===== src/rtl/fer_pkg.sv =====
// constants and types shared by the floating-point exception resolver
package fer_pkg;
    // exponent width of the datapath result, signed and unbiased
    localparam int EXP_W = 20;
    localparam int EXT_W = 80;
    localparam int SIG_W = 64;

    // destination formats
    typedef enum logic [1:0] {FMT_SINGLE, FMT_DOUBLE, FMT_EXT} fer_fmt_t;
    // kind of fault handed to dispatch
    typedef enum logic [2:0] {FLT_NONE, FLT_ZDIV, FLT_OVF, FLT_UNF, FLT_INX} fer_fault_t;

    // largest and smallest normalized unbiased exponents per format
    localparam logic signed [EXP_W-1:0] SGL_EMAX = 20'sh0007F;
    localparam logic signed [EXP_W-1:0] DBL_EMAX = 20'sh003FF;
    localparam logic signed [EXP_W-1:0] EXT_EMAX = 20'sh03FFF;
    localparam logic signed [EXP_W-1:0] SGL_EMIN = -20'sh0007E;
    localparam logic signed [EXP_W-1:0] DBL_EMIN = -20'sh003FE;
    localparam logic signed [EXP_W-1:0] EXT_EMIN = -20'sh03FFE;
    // exponent bias adjustment for the fault record, and extended bias
    localparam logic signed [EXP_W-1:0] BIAS_ADJ = 20'sh06000;
    localparam logic signed [EXP_W-1:0] EXT_BIAS = 20'sh03FFF;

    // significand masks: single keeps 24 bits (40 low zeroed), double 53
    localparam logic [SIG_W-1:0] SGL_SIG_MASK = 64'hFFFFFF0000000000;
    localparam logic [SIG_W-1:0] DBL_SIG_MASK = 64'hFFFFFFFFFFFFF800;

    // infinity encodings, right aligned in an 80-bit container, sign excluded
    localparam logic [EXT_W-1:0] SGL_INF = 80'h0000000000007F800000;
    localparam logic [EXT_W-1:0] DBL_INF = 80'h00007FF0000000000000;
    localparam logic [EXT_W-1:0] EXT_INF = 80'h7FFF8000000000000000;
    localparam int SGL_SIGN_BIT = 31;
    localparam int DBL_SIGN_BIT = 63;
    localparam int EXT_SIGN_BIT = 79;
    localparam logic [14:0] EXT_EXP_ONES = 15'h7FFF;
    localparam logic [SIG_W-1:0] INF_SIG = 64'h8000000000000000;

    // fault record flags byte: bit 1 marks a bias-adjusted exponent
    localparam int REC_BIAS_BIT = 1;

    // register offsets
    localparam logic [7:0] ARITH_CTRL_OFS = 8'h00;
    localparam logic [7:0] REC_LO_OFS = 8'h04;
    localparam logic [7:0] REC_MID_OFS = 8'h08;
    localparam logic [7:0] REC_HI_OFS = 8'h0C;
    localparam logic [7:0] LAST_FAULT_OFS = 8'h10;

    // arith_ctrl_word fields: flags [3:0], masks [11:8], rounding mode [17:16]
    localparam int FLAG_LSB = 0;
    localparam int MASK_LSB = 8;
    localparam int RMODE_LSB = 16;
    localparam int ZD_IDX = 0;
    localparam int OVF_IDX = 1;
    localparam int UNF_IDX = 2;
    localparam int INX_IDX = 3;
    localparam logic [3:0] MASK_RESET = 4'hF;
    localparam logic [1:0] RMODE_RESET = 2'h0;
endpackage


===== src/rtl/fer_resolver.sv =====
// floating-point exception resolver: zero-divide, overflow, underflow, inexact
// Operation
// - raise zero-divide when finite operands give an exactly non-finite result
// - masked zero-divide stores signed infinity and sets the zero-divide flag
// - unmasked zero-divide: no store, flag untouched, zero-divide fault
// - overflow when exact magnitude reaches 2^128, 2^1024 or 2^16384 by format
// - masked overflow stores rounded result and sets overflow flag
// - unmasked overflow: no store or flag; extended record rounded to destination precision
// - record exponent above 16383 is reduced by 24576, flags bit 1 set, overflow fault
// - scale overflow past adjusted range records signed infinity
// - float-to-integer conversion never raises floating overflow
// - underflow when nonzero result lies below smallest normalized destination magnitude
// - masked underflow denormalizes; exact stores quietly, inexact sets flag then inexact
// - unmasked underflow: no store or flag; extended record into fault area
// - record exponent below -16382 raised by 24576, flags bit 1 set, underflow fault
// - scale underflow past adjusted range records signed zero
// - inexact when rounding loses value or on masked overflow
// - masked inexact without unmasked over/underflow stores and sets inexact flag
// - unmasked lone inexact stores result then faults, flag not set
// - unmasked inexact with over/underflow: no store, record saved, inexact fault
// - tininess judged after rounding as underflow; accuracy loss reported as inexact
// - tiny inexact masked underflow: set underflow flag, then inexact fault or flag and store
// - flags are sticky; only a software write clears them
`timescale 1ns/1ps

module fer_resolver
(
    input wire logic i_core_clk,
    input wire logic i_rst_b,
    // one operation result from the datapath
    input wire logic i_op_valid,
    input wire fer_pkg::fer_fmt_t i_fmt,
    input wire logic i_div_zero,
    input wire logic i_f2i,
    input wire logic i_scale,
    input wire logic i_nonzero,
    input wire logic i_sign,
    input wire logic signed [fer_pkg::EXP_W-1:0] i_exp,
    input wire logic [fer_pkg::SIG_W-1:0] i_sig,
    input wire logic i_inexact,
    input wire logic [fer_pkg::EXT_W-1:0] i_dest_value,
    // register port
    input wire logic [7:0] i_addr,
    input wire logic [31:0] i_wdata,
    input wire logic i_wr,
    input wire logic i_rd,
    output logic [31:0] o_rdata,
    // results
    output logic o_done,
    output logic o_dest_we,
    output logic [fer_pkg::EXT_W-1:0] o_dest_value,
    output logic o_fault,
    output fer_pkg::fer_fault_t o_fault_kind,
    output logic o_rec_we,
    output logic [fer_pkg::EXT_W-1:0] o_rec_value,
    output logic [7:0] o_rec_flags,
    output logic [1:0] o_round_mode
);
    import fer_pkg::*;

    logic [3:0] flags;
    logic [3:0] masks;
    logic [EXT_W-1:0] rec_value;
    logic [7:0] rec_flags;
    fer_fault_t last_fault;

    logic signed [EXP_W-1:0] emax;
    logic signed [EXP_W-1:0] emin;
    logic [SIG_W-1:0] sig_mask;
    logic [EXT_W-1:0] inf_value;
    logic ovf;
    logic unf;
    logic inx;
    logic signed [EXP_W-1:0] rec_exp;
    logic [EXP_W-1:0] rec_biased;
    logic rec_adj;
    logic [EXT_W-1:0] next_rec_value;
    logic [3:0] set_flags;
    logic next_dest_we;
    logic next_rec_we;
    fer_fault_t next_fault;

    // per-format thresholds, precision mask and infinity encoding
    always_comb
    begin
        unique case (i_fmt)
            FMT_SINGLE:
            begin
                emax = SGL_EMAX;
                emin = SGL_EMIN;
                sig_mask = SGL_SIG_MASK;
                inf_value = SGL_INF;
                inf_value[SGL_SIGN_BIT] = i_sign;
            end
            FMT_DOUBLE:
            begin
                emax = DBL_EMAX;
                emin = DBL_EMIN;
                sig_mask = DBL_SIG_MASK;
                inf_value = DBL_INF;
                inf_value[DBL_SIGN_BIT] = i_sign;
            end
            default:
            begin
                // unused format code is handled as extended
                emax = EXT_EMAX;
                emin = EXT_EMIN;
                sig_mask = {SIG_W{1'b1}};
                inf_value = EXT_INF;
                inf_value[EXT_SIGN_BIT] = i_sign;
            end
        endcase
    end

    // condition detection; zero-divide excludes the result-based conditions
    always_comb
    begin
        ovf = i_op_valid && !i_div_zero && !i_f2i && i_nonzero && (i_exp > emax);
        unf = i_op_valid && !i_div_zero && i_nonzero && (i_exp < emin) && !ovf;
        inx = i_op_valid && !i_div_zero && (i_inexact || (ovf && masks[OVF_IDX]));
    end

    // extended-format fault record with bias adjustment and massive cases
    always_comb
    begin
        rec_exp = i_exp;
        rec_adj = 1'b0;
        rec_biased = '0;
        next_rec_value = {i_sign, 15'h0000, i_sig & sig_mask};
        if (ovf && (i_exp > EXT_EMAX))
        begin
            rec_exp = i_exp - BIAS_ADJ;
            rec_adj = 1'b1;
        end
        if (unf && (i_exp < EXT_EMIN))
        begin
            rec_exp = i_exp + BIAS_ADJ;
            rec_adj = 1'b1;
        end
        rec_biased = rec_exp + EXT_BIAS;
        next_rec_value = {i_sign, rec_biased[14:0], i_sig & sig_mask};
        if (ovf && i_scale && (rec_exp > EXT_EMAX))
        begin
            next_rec_value = {i_sign, EXT_EXP_ONES, INF_SIG};
        end
        if (unf && i_scale && (rec_exp < EXT_EMIN))
        begin
            next_rec_value = {i_sign, {(EXT_W-1){1'b0}}};
        end
    end

    // resolution: store, record, flags and fault in fixed priority
    always_comb
    begin
        next_dest_we = 1'b0;
        next_rec_we = 1'b0;
        next_fault = FLT_NONE;
        set_flags = 4'h0;
        if (!i_op_valid)
        begin
            next_dest_we = 1'b0;
        end
        else if (i_div_zero)
        begin
            if (masks[ZD_IDX])
            begin
                next_dest_we = 1'b1;
                set_flags[ZD_IDX] = 1'b1;
            end
            else
            begin
                next_fault = FLT_ZDIV;
            end
        end
        else if (ovf && !masks[OVF_IDX])
        begin
            next_rec_we = 1'b1;
            next_fault = FLT_OVF;
        end
        else if (unf && !masks[UNF_IDX])
        begin
            next_rec_we = 1'b1;
            next_fault = FLT_UNF;
        end
        else if (unf)
        begin
            if (!i_inexact)
            begin
                next_dest_we = 1'b1;
            end
            else
            begin
                // underflow flag first, then inexact decision
                set_flags[UNF_IDX] = 1'b1;
                if (!masks[INX_IDX])
                begin
                    next_rec_we = 1'b1;
                    next_fault = FLT_INX;
                end
                else
                begin
                    set_flags[INX_IDX] = 1'b1;
                    next_dest_we = 1'b1;
                end
            end
        end
        else if (inx)
        begin
            if (masks[INX_IDX])
            begin
                next_dest_we = 1'b1;
                set_flags[INX_IDX] = 1'b1;
                set_flags[OVF_IDX] = ovf;
            end
            else if (ovf)
            begin
                set_flags[OVF_IDX] = 1'b1;
                next_rec_we = 1'b1;
                next_fault = FLT_INX;
            end
            else
            begin
                next_dest_we = 1'b1;
                next_fault = FLT_INX;
            end
        end
        else
        begin
            next_dest_we = 1'b1;
        end
    end

    // sticky flags: a software write replaces them, a set in the same cycle wins
    always_ff @(posedge i_core_clk)
    begin
        if (!i_rst_b)
        begin
            flags <= 4'h0;
        end
        else if (i_wr && (i_addr == ARITH_CTRL_OFS))
        begin
            flags <= i_wdata[FLAG_LSB +: 4] | set_flags;
        end
        else
        begin
            flags <= flags | set_flags;
        end
    end

    // masks and rounding mode, software owned; all masked after reset
    always_ff @(posedge i_core_clk)
    begin
        if (!i_rst_b)
        begin
            masks <= MASK_RESET;
            o_round_mode <= RMODE_RESET;
        end
        else if (i_wr && (i_addr == ARITH_CTRL_OFS))
        begin
            masks <= i_wdata[MASK_LSB +: 4];
            o_round_mode <= i_wdata[RMODE_LSB +: 2];
        end
    end

    // destination write path; infinity replaces the datapath value on zero-divide
    always_ff @(posedge i_core_clk)
    begin
        if (!i_rst_b)
        begin
            o_done <= 1'b0;
            o_dest_we <= 1'b0;
            o_dest_value <= '0;
        end
        else
        begin
            o_done <= i_op_valid;
            o_dest_we <= next_dest_we;
            if (next_dest_we)
            begin
                o_dest_value <= i_div_zero ? inf_value : i_dest_value;
            end
        end
    end

    // fault record and fault pulse; record holds until the next fault that writes a record
    always_ff @(posedge i_core_clk)
    begin
        if (!i_rst_b)
        begin
            o_fault <= 1'b0;
            o_fault_kind <= FLT_NONE;
            o_rec_we <= 1'b0;
            rec_value <= '0;
            rec_flags <= 8'h00;
            last_fault <= FLT_NONE;
        end
        else
        begin
            o_fault <= (next_fault != FLT_NONE);
            o_fault_kind <= next_fault;
            o_rec_we <= next_rec_we;
            if (next_rec_we)
            begin
                rec_value <= next_rec_value;
                rec_flags <= 8'h00;
                rec_flags[REC_BIAS_BIT] <= rec_adj;
            end
            if (next_fault != FLT_NONE)
            begin
                last_fault <= next_fault;
            end
        end
    end

    assign o_rec_value = rec_value;
    assign o_rec_flags = rec_flags;

    // read data one cycle after the strobe; unmapped offsets read zero
    always_ff @(posedge i_core_clk)
    begin
        if (!i_rst_b)
        begin
            o_rdata <= 32'h00000000;
        end
        else if (i_rd)
        begin
            unique case (i_addr)
                ARITH_CTRL_OFS:
                    o_rdata <= {14'h0000, o_round_mode, 4'h0, masks, 4'h0, flags};
                REC_LO_OFS:
                    o_rdata <= rec_value[31:0];
                REC_MID_OFS:
                    o_rdata <= rec_value[63:32];
                REC_HI_OFS:
                    o_rdata <= {8'h00, rec_flags, rec_value[79:64]};
                LAST_FAULT_OFS:
                    o_rdata <= {29'h00000000, last_fault};
                default:
                    o_rdata <= 32'h00000000;
            endcase
        end
        else
        begin
            o_rdata <= 32'h00000000;
        end
    end

endmodule // fer_resolver


===== config.mk =====
export PLATFORM = sky130hd
export DESIGN_NAME = fer_resolver
export DESIGN_NICKNAME = d
export VERILOG_FILES = /design/src/rtl/fer_pkg.sv /design/src/rtl/fer_resolver.sv
export SDC_FILE = /design/constraint.sdc
export NUM_CORES = 1
export LEC_CHECK = 0
export BUFFER_PORTS_ARGS = -buffer_cell sky130_fd_sc_hd__buf_2
export CORE_AREA = 2 2 165 167
export DETAILED_ROUTE_END_ITERATION = 16
export DIE_AREA = 0 0 167 169
export HOLD_SLACK_MARGIN = 0.02
export PLACE_DENSITY = 0.63
export SLEW_MARGIN = 20
export SYNTH_ARGS = -nofsm -noshare
export SYNTH_HDL_FRONTEND = slang
export SYNTH_SLANG_ARGS = --single-unit

===== constraint.sdc =====
create_clock -name i_core_clk -period 7.4 [get_ports i_core_clk]
set_input_delay 1.48 -clock i_core_clk [delete_from_list [all_inputs] [get_ports i_core_clk]]
set_output_delay 1.48 -clock i_core_clk [all_outputs]
set_load 0.01 [all_outputs]

==> flow_summary.toml, run 1 <==
[hold_path]
min_from = "o_dest_value[14]"
min_path_type = "flip-flop to flip-flop"

[floorplan]
core_um2 = 26500
die_width_um = 167
ios = 426
die-area_um2 = 28200
start_util_pct = 32.6
rows = 60
die_height_um = 169

[outcome]
run_status = "finished clean"

[clock_tree]
cts_resized = 0
clk_latency_ns = 0.52
cts_tree = "built"
clock_sinks = 213
h-tree-depth = 1
post_cts_buffers = 0
root_buffer = "clkbuf_16"
clk_pin_slew_ns = 0.06
cts_made_buffers = 24
clock_path_buffers = 3
hold_buffers = 0

[synth]
synth-edff-count = 0
synth-async-reset-ratio_pct = 0
yosysTopAreaCell = "dfxtp_1"
yosys.area.top_type_share_pct = 49.3
yosys_warnings = 0
synthFlopType = "dfxtp_1"
netlist_area_um2 = 8650
netlist_top_cells_area = "dfxtp_1, a22o_1, nor2_1"
synth_top_cells_by_count = "dfxtp_1, a22o_1, nor2_1"
synthCells = 888
ys_seq_area_share_pct = 49.3
ys_types = 70
avgSynthCellArea_um2 = 9.74
yosysMostFrequentCell = "dfxtp_1"
ys_ff_latch = 213

[place]
placed_cells = 1563
portBuffers = 396
dpl_cell_area_um2 = 10900
gp_congestion = 0.866
dp_hpwl_mm = 23.6

[worst_setup_path]
reg2reg_depth = 8
cp-start-kind = "input port"
r2r_end = "o_dest_value[51]"
crit_type = "input port to flip-flop"
worst-path-max-fanout = 34
end_kind = "flip-flop"
crit_path_start = "i_fmt[1]"
reg2reg_from = "masks[3]"
r2r_setup_slack_ns = 4.70
crit_end = "o_rec_value[7]"
cp_data_arrival_time_ns = 6.11
required_ns = 7.85

[routing]
drc = 0
first_pass_iters = 5
avgViaCountPerCell = 5.19
wl_per_cell_um = 19.5
antenna_left = 0
drt_iter0_drc = 541
via_count = 8353
wirelength_mm = 31.4

[sta]
tightest_slew_ns = 1.00
post-route-period-util_pct = 76.4
setup_viol = 0
max_freq_mhz = 177
tns_ns = 0
period_minus_slack_ns = 5.65
finClkSkew_ns = 0.0145
fin_hold_ws_ns = 0.474
relSlewSlack_pct = 32.8
slew_viol_final = 0
rsz0062_at_grt = "no"
final-hold-violation-count = 0

[global_routing]
grt_util_all_layers_pct = 20.9
grt_start_max_net_pins = 52
antenna_found_initial = 3
grt_pass1_wl_mm = 46.9
grt_pass1_vias = 7800
overflow = 0

[final_layout]
drive_above_1_share_pct = 37.3
fin_area_um2 = 11700
syn_to_final_growth_pct = 35.2
finalNonFillerCells = 1610
nets = 1483

[power]
p_per_area_nw_per_um2 = 228
ir_drop_mv = 0.212
power.total_mw = 2.67
power_leakage_nw = 5.50

[job]
drv_cap = 0
-- layout make-up --
class	count	area, µm²
diodes	3	7.51
clock buffers	32	691
clock inverters	12	133
fillers	2640	14800
inverters	16	60.1
multi-input cells	585	4020
flip-flops and latches	213	4260
well taps	341	427
repair buffers	408	2100
-- layout by cell type, fill, tap and decap left out, types with 4 or more instances in the layout --
master	netlist	final
a31oi_1	7	7
a21o_1	4	4
a22oi_1	27	27
o21ai_0	8	8
inv_1	15	15
xor2_1	6	6
buf_2	2	396
conb_1	1	7
clkbuf_8	0	6
xnor2_1	9	9
a222oi_1	5	5
nor2b_1	8	7
and2_1	6	5
a21oi_1	33	33
and3_1	5	5
o211ai_1	4	4
nand2b_1	4	4
a22o_1	127	127
nor3_1	12	11
or2_2	4	4
nand4_1	6	6
clkbuf_16	0	24
nor4_1	5	5
buf_4	11	10
nand2_1	75	75
clkinv_2	0	6
dfxtp_1	213	213
a32o_1	11	11
a311oi_1	24	24
a211oi_1	13	13
ha_1	18	18
nand3_1	8	8
nor2_1	94	93
-- layer usage --
layer	global-route usage, %	part of all wire, %	vias up
met5	0	0.041	-
met4	5.43	2.3	2
met3	4.70	7.2	46
met2	34.6	47	332
met1	27.6	43	3934
li1	-	-	4039
-- metrics by stage --
stage                     setup WS [ns]  util (%)
final                              1.75      44.1
after global routing               1.37      44.1
after CTS                          1.75      44.1
after detailed placement           1.24      41.0
after global placement             1.25      41.0
after floorplan                    2.68         -
-- report_power, final --
part           total (mW)  internal (mW)  switching [mW]  leakage [nW]
sequential           1.19           1.18          0.0148          1.73
clock                1.23          0.730           0.495         0.413
combinational       0.254          0.107           0.148          3.36
-- critical path, stage by stage --
cell and delay, ns:
buf_2 0.28, nor2_1 0.52, inv_1 0.31, ha_1 0.37
nor4bb_1 0.49, o311ai_2 0.21, nand4_2 0.16, a21o_1 0.26
o21ai_0 0.22, or3_4 0.45, o41ai_4 0.21, buf_4 0.27
nor3b_4 0.20, buf_4 0.43, a32o_1 0.23
-- flip-flops by register name, indices dropped and copies added (netlist names) --
register,count
flags,4
last_fault,3
masks,4
o_dest_value,80
o_dest_we,1
o_done,1
o_fault,1
o_fault_kind,3
o_rdata,32
o_rec_flags,1
o_rec_value,80
o_rec_we,1
o_round_mode,2
-- how the worst min path moves through the flow --
stage	end	cells past startpoint
2_1_floorplan	last_fault[2]	2
3_3_place_gp	o_dest_value[51]	1
3_5_place_dp	o_dest_value[19]	1
4_1_cts	o_dest_value[4]	1
5_1_grt	o_dest_value[38]	1
6_report	o_dest_value[14]	1
-- cell families (layout without fill, tap and decap cells) --
family                     after synthesis  in the layout  synth area share [%]
AOI/OAI and AO/OA                      294            294                  27.7
muxes                                    5              5                 0.622
DFF                                    213            213                  49.3
adders and majority gates               18             18                  2.60
other                                    1             10                0.0434
xor gates and xnor gates                15             15                  1.52
buffers and inverters                   96            468                  4.76
and+or+nand+nor                        246            246                  13.4
Note: power is estimated with default switching activity, not from simulation.
==> inputs of run 2 (changes only) <==
--- a/config.mk
+++ b/config.mk
@@ -6,11 +6,11 @@
 export NUM_CORES = 1
 export LEC_CHECK = 0
 export BUFFER_PORTS_ARGS = -buffer_cell sky130_fd_sc_hd__buf_2
-export CORE_AREA = 2 2 165 167
+export CORE_AREA = 2 2 167 169
 export DETAILED_ROUTE_END_ITERATION = 16
-export DIE_AREA = 0 0 167 169
+export DIE_AREA = 0 0 169 171
 export HOLD_SLACK_MARGIN = 0.02
-export PLACE_DENSITY = 0.63
+export PLACE_DENSITY = 0.62
 export SLEW_MARGIN = 20
 export SYNTH_ARGS = -nofsm -noshare
 export SYNTH_HDL_FRONTEND = slang
==> constraint.sdc (replaced) <==
create_clock -name i_core_clk -period 5.8 [get_ports i_core_clk]
set_input_delay 1.16 -clock i_core_clk [delete_from_list [all_inputs] [get_ports i_core_clk]]
set_output_delay 1.16 -clock i_core_clk [all_outputs]
set_load 0.01 [all_outputs]
==> flow_summary.toml, run 2 (synthesis gave the netlist of run 1 again) <==
[outcome]
run_status = "finished clean"

[routing]
avgViaCountPerCell = 5.27
first_pass_iters = 7
drc = 0
antenna_left = 0
wl_per_cell_um = 20.1
drt_iter0_drc = 641
via_count = 8519
wirelength_mm = 32.5

[sta]
tns_ns = 0
setup_viol = 0
finClkSkew_ns = 0.0225
tightest_slew_ns = 1.08
rsz0062_at_grt = "no"
period_minus_slack_ns = 4.61
max_freq_mhz = 217
post-route-period-util_pct = 79.5
slew_viol_final = 0
final-hold-violation-count = 0
relSlewSlack_pct = 28.0

[worst_setup_path]
cp-start-kind = "input port"
reg2reg_from = "masks[3]"
r2r_end = "o_rec_value[66]"
reg2reg_depth = 9
critPathMaxStageDelay_ns = 0.91
worst-path-max-fanout = 16
crit_type = "input port to flip-flop"
crit_chain = "buf_2 > nor2_1 > inv_1 > ha_1 > nor4bb_1 > o311ai_2 > nand4_2 > nand2_1 > a41oi_1 > xnor2_1 > a41oi_1 > nor2_1 > a22o_1"
end_kind = "flip-flop"
crit_family = "simple AND/OR/NAND/NOR gates"
critPathBufInv = 2
cpMaxStageDelayCell = "nor2_1"
r2r_setup_slack_ns = 2.99
required_ns = 6.25
cp_data_arrival_time_ns = 5.06

[place]
gp_congestion = 0.862
portBuffers = 396
dp_hpwl_mm = 24.1

[global_routing]
grt_start_max_net_pins = 49
overflow = 0
grt_pass1_wl_mm = 47.6
grt_util_all_layers_pct = 21.1
grt_pass1_vias = 8000
antenna_found_initial = 5

[final_layout]
multiInputGateArea_um2 = 4020
layout_commonest_cell = "buf_2"
nets = 1488
seq_area_um2 = 4260
num-fill-cells = 2750
syn_to_final_growth_pct = 36.1
mostFrequentLayoutCells = "buf_2, dfxtp_1, a22o_1"
drive_above_1_share_pct = 37.6
fin_util_pct = 43.1

[floorplan]
ios = 426
core_um2 = 27300
start_util_pct = 31.7
die_height_um = 171
rows = 61
die_width_um = 169
die-area_um2 = 28900

[hold_path]
worstHoldPathCells = 2
min_from = "last_fault[2]"
min_path_type = "flip-flop to flip-flop"
hold_end = "last_fault[2]"

[clock_tree]
h-tree-depth = 1
clock_path_buffers = 3
cts_made_buffers = 24
post_cts_buffers = 0
clock_sinks = 213
root_buffer = "clkbuf_16"
cts_tree = "built"
hold_buffers = 0
cts_resized = 0
clk_latency_ns = 0.53
clk_pin_slew_ns = 0.05

[job]
drv_cap = 0

[power]
ir_drop_mv = 0.182
power_leakage_nw = 5.53
power.total_mw = 3.46
p_per_area_nw_per_um2 = 294
run 2: report_power, final:
group,switching (mW),internal [mW]
registers,0.0189,1.50
logic,0.193,0.138
clock network,0.639,0.968
run 2: per-stage QoR:
stage / hold slack [ns] / cell area, µm² / cells / setup slack, ns
3_3_place_gp: 0.453 / 10900 / 1573 / 0.832
5_1_grt: 0.488 / 11800 / 1616 / 0.839
4_1_cts: 0.472 / 11800 / 1616 / 1.20
6_report: 0.465 / 11800 / 1618 / 1.19
3_5_place_dp: 0.458 / 10900 / 1573 / 0.764
2_1_floorplan: 0.434 / 8670 / 894 / 1.40
run 2: cell type report:
class                           count  area share, %
Sequential cell                   213           36.2
Multi-Input combinational cell    585           34.1
Timing Repair Buffer              413           18.2
Clock buffer                       26           5.34
Tap cell                          346           3.68
Clock inverter                     17           1.82
Inverter                           16          0.510
Antenna cell                        2         0.0425
run 2: worst reg2reg max path, stage by stage, from the launching register on:
cell	delay, ns
dfxtp_1	0.39
nand2b_1	0.20
a21oi_1	0.14
o21ai_0	0.09
a2bb2oi_1	0.13
buf_4	0.16
nand2b_1	0.20
a41o_1	0.32
nor2_1	0.85
a22o_1	0.26
run 2: how the worst max path moves through the flow:
stage,start,end,slack (ns),cells past startpoint
floorplan,i_fmt[0],o_rec_value[32],1.40,14
global placement,i_fmt[1],o_rec_value[73],0.83,13
detailed placement,i_fmt[1],o_rec_value[64],0.76,13
CTS,i_fmt[1],o_rec_value[66],1.20,13
global route,i_fmt[1],o_rec_value[66],0.84,13
finish,i_fmt[1],o_rec_value[66],1.19,13
run 2: per-layer routing:
metal / global-route usage, % / part of all wire, % / up-vias
met4: 5.57 / 2.7 / 8
met5: 0 / 0.13 / -
li1: - / - / 4040
met3: 5.00 / 7.4 / 50
met1: 26.8 / 42 / 4061
met2: 35.9 / 47 / 360
==> inputs of run 3 (changes only) <==
--- a/config.mk
+++ b/config.mk
@@ -5,12 +5,13 @@
 export SDC_FILE = /design/constraint.sdc
 export NUM_CORES = 1
 export LEC_CHECK = 0
+export ABC_AREA = 1
 export BUFFER_PORTS_ARGS = -buffer_cell sky130_fd_sc_hd__buf_2
-export CORE_AREA = 2 2 167 169
+export CORE_AREA = 2 2 166 168
 export DETAILED_ROUTE_END_ITERATION = 16
-export DIE_AREA = 0 0 169 171
+export DIE_AREA = 0 0 168 170
 export HOLD_SLACK_MARGIN = 0.02
-export PLACE_DENSITY = 0.62
+export PLACE_DENSITY = 0.69
 export SLEW_MARGIN = 20
 export SYNTH_ARGS = -nofsm -noshare
 export SYNTH_HDL_FRONTEND = slang
==> constraint.sdc (replaced) <==
create_clock -name i_core_clk -period 4.5 [get_ports i_core_clk]
set_input_delay 0.9 -clock i_core_clk [delete_from_list [all_inputs] [get_ports i_core_clk]]
set_output_delay 0.9 -clock i_core_clk [all_outputs]
set_load 0.01 [all_outputs]
==> flow_summary.toml, run 3 <==
[outcome]
run_status = "finished clean"

[worst_setup_path]
required_ns = 4.94
crit_top_cell = "nand2_1"
cp.depth = 21
worst-path-max-fanout = 29
cp-start-kind = "input port"
critPathBufInv = 3
crit_chain = "buf_2 > inv_2 > nand2_2 > ha_1 > nor2_1 > nand2_1 > nand2_1 > nand2_1 > nand2_1 > nand2_1 > a21oi_4 > nand2_2 > o21ai_2 > nand3_1 > nand2_2 > nor2_8 > clkinv_4 > nand2_2 > nor2_2 > nand3_2 > a21oi_2"
cp_data_arrival_time_ns = 4.10
cpMaxStageDelayCell = "nand2_2"
reg2reg_depth = 10
end_kind = "flip-flop"
crit_family = "simple AND/OR/NAND/NOR gates"
critPathMaxStageDelay_ns = 0.47
crit_type = "input port to flip-flop"

[final_layout]
finalNonFillerCells = 2134
fin_area_um2 = 13200
drive_above_1_share_pct = 30.5
layout_commonest_cell = "buf_2"
nets = 2004
mostFrequentLayoutCells = "buf_2, nand2_1, dfxtp_1"
syn_to_final_growth_pct = 30.3

[power]
seqPwrFrac_pct = 43.2
p_switching_mw = 1.11
power_frac_clock_pct = 46.3
ir_drop_mv = 0.214
p_per_area_nw_per_um2 = 342
swShare_pct = 24.5
combPwrFrac_pct = 10.4
power_leakage_nw = 6.16
p_int_mw = 3.42

[synth]
yosysMostFrequentCell = "nand2_1"
netlist_area_um2 = 10200
avgSynthCellArea_um2 = 7.19
netlist_top_cells_area = "dfxtp_1, nand2_1, a21oi_1"
synthCells = 1412
yosysTopAreaCell = "dfxtp_1"
ys_seq_area_share_pct = 42.0
synthFlopType = "dfxtp_1"
ys_types = 48
synth-async-reset-ratio_pct = 0
synth_top_cells_by_count = "nand2_1, dfxtp_1, a21oi_1"
ys_ff_latch = 213
yosys.area.top_type_share_pct = 42.0
yosys_warnings = 0
synth-edff-count = 0

[floorplan]
rows = 60
die_height_um = 170
start_util_pct = 38.1
die-area_um2 = 28600
ios = 426
die_width_um = 168
core_um2 = 26700

[clock_tree]
cts_resized = 0
root_buffer = "clkbuf_16"
hold_buffers = 0
h-tree-depth = 1
clk_pin_slew_ns = 0.06
clk_latency_ns = 0.52
cts_made_buffers = 25
post_cts_buffers = 0
cts_tree = "built"
clock_sinks = 213
clock_path_buffers = 3

[hold_path]
min_path_type = "flip-flop to flip-flop"
worstHoldPathCells = 2

[global_routing]
grt_start_max_net_pins = 84
grt_pass1_vias = 9788
overflow = 0
antenna_found_initial = 8
grt_pass1_wl_mm = 54.0
grt_util_all_layers_pct = 23.7

[place]
dpl_cell_area_um2 = 12400
dp_hpwl_mm = 26.0
gp_congestion = 0.889
placed_cells = 2083
portBuffers = 396

[routing]
first_pass_iters = 5
wl_per_cell_um = 16.8
wirelength_mm = 35.9
drc = 0
via_count = 10901
avgViaCountPerCell = 5.11
antenna_left = 0
drt_iter0_drc = 740

[job]
drv_cap = 0

[sta]
slew_viol_final = 0
rsz0062_at_grt = "no"
final-hold-violation-count = 0
relSlewSlack_pct = 38.5
period_minus_slack_ns = 3.65
tightest_slew_ns = 0.922
tns_ns = 0
max_freq_mhz = 274
post-route-period-util_pct = 81.2
finClkSkew_ns = 0.0122
setup_viol = 0
[run 3: changes by cell type after synthesis, moves of 14 or more]
cell / delta
nand2_1: +304
a22o_1: -127
a21oi_1: +112
nand3_1: +111
inv_1: +73
o21ai_1: +47
buf_2: +29
a22oi_1: -27
nand3b_1: +25
a311oi_1: -24
o21ai_0: +23
nor2_2: +15
inv_2: +14
[run 3: worst register-to-register path, stage by stage (launching register included)]
cell	delay, ns
dfxtp_1	0.33
nand2_2	0.09
o21ai_2	0.07
nand3_1	0.08
nand2_2	0.09
nor2_8	0.11
clkinv_4	0.20
nand2_2	0.63
nor2_1	0.12
nand3_1	0.11
a21oi_1	0.06
[run 3: area by class of cell]
class | count | area (µm²)
Fill cell | 2715 | 13400
Timing Repair Buffer | 424 | 2250
Inverter | 105 | 400
Clock inverter | 5 | 103
Antenna cell | 8 | 20.0
Tap cell | 341 | 427
Clock buffer | 38 | 744
Sequential cell | 213 | 4260
Multi-Input combinational cell | 1000 | 5020
[run 3: final timing paths]
kind / startpoint / endpoint / slack (ns)
hold reg to reg: o_dest_value[79] / o_dest_value[79] / 0.46
setup / recovery: i_fmt[1] / o_rec_value[33] / 0.85
hold / removal: o_dest_value[79] / o_dest_value[79] / 0.46
setup reg to reg: masks[1] / o_rec_value[22] / 2.47
[run 3: metal layers]
layer / global-route usage, % / wire (µm) / vias up
met4: 9.04 / 1210 / 0
li1: - / - / 5319
met1: 31.9 / 15600 / 5079
met2: 38.4 / 16800 / 427
met3: 3.72 / 2330 / 76
met5: 0 / 0 / -
[run 3: through the flow]
stage / utilization, % / hold WS, ns / setup WS, ns / total power [mW]
2_1_floorplan: - / 0.440 / 1.18 / 2.26
3_3_place_gp: 46.4 / 0.448 / 0.355 / 2.46
4_1_cts: 49.6 / 0.458 / 0.850 / 4.57
5_1_grt: 49.6 / 0.487 / 0.468 / 4.70
6_report: 49.6 / 0.456 / 0.845 / 4.52
3_5_place_dp: 46.4 / 0.451 / 0.335 / 2.47
[run 3: power by group through the flow]
stage	combinational (mW)	sequential, mW	clock [mW]
2_1_floorplan	0.238	2.02	0
3_3_place_gp	0.464	2.00	0
3_5_place_dp	0.467	2.00	0
4_1_cts	0.470	1.96	2.14
5_1_grt	0.522	1.96	2.22
6_report	0.471	1.96	2.10
[run 3: kinds of logic (layout without fill, tap and decap cells)]
| family | count (synthesis) | count (layout) | share of synthesized area (%) |
|---|---|---|---|
| flops | 213 | 213 | 42.0 |
| xor+xnor | 17 | 17 | 1.47 |
| buf+inv | 205 | 572 | 8.90 |
| compound gates | 273 | 273 | 15.2 |
| fa+ha+maj | 18 | 18 | 2.22 |
| other cells | 1 | 15 | 0.0369 |
| simple gates | 685 | 685 | 30.2 |
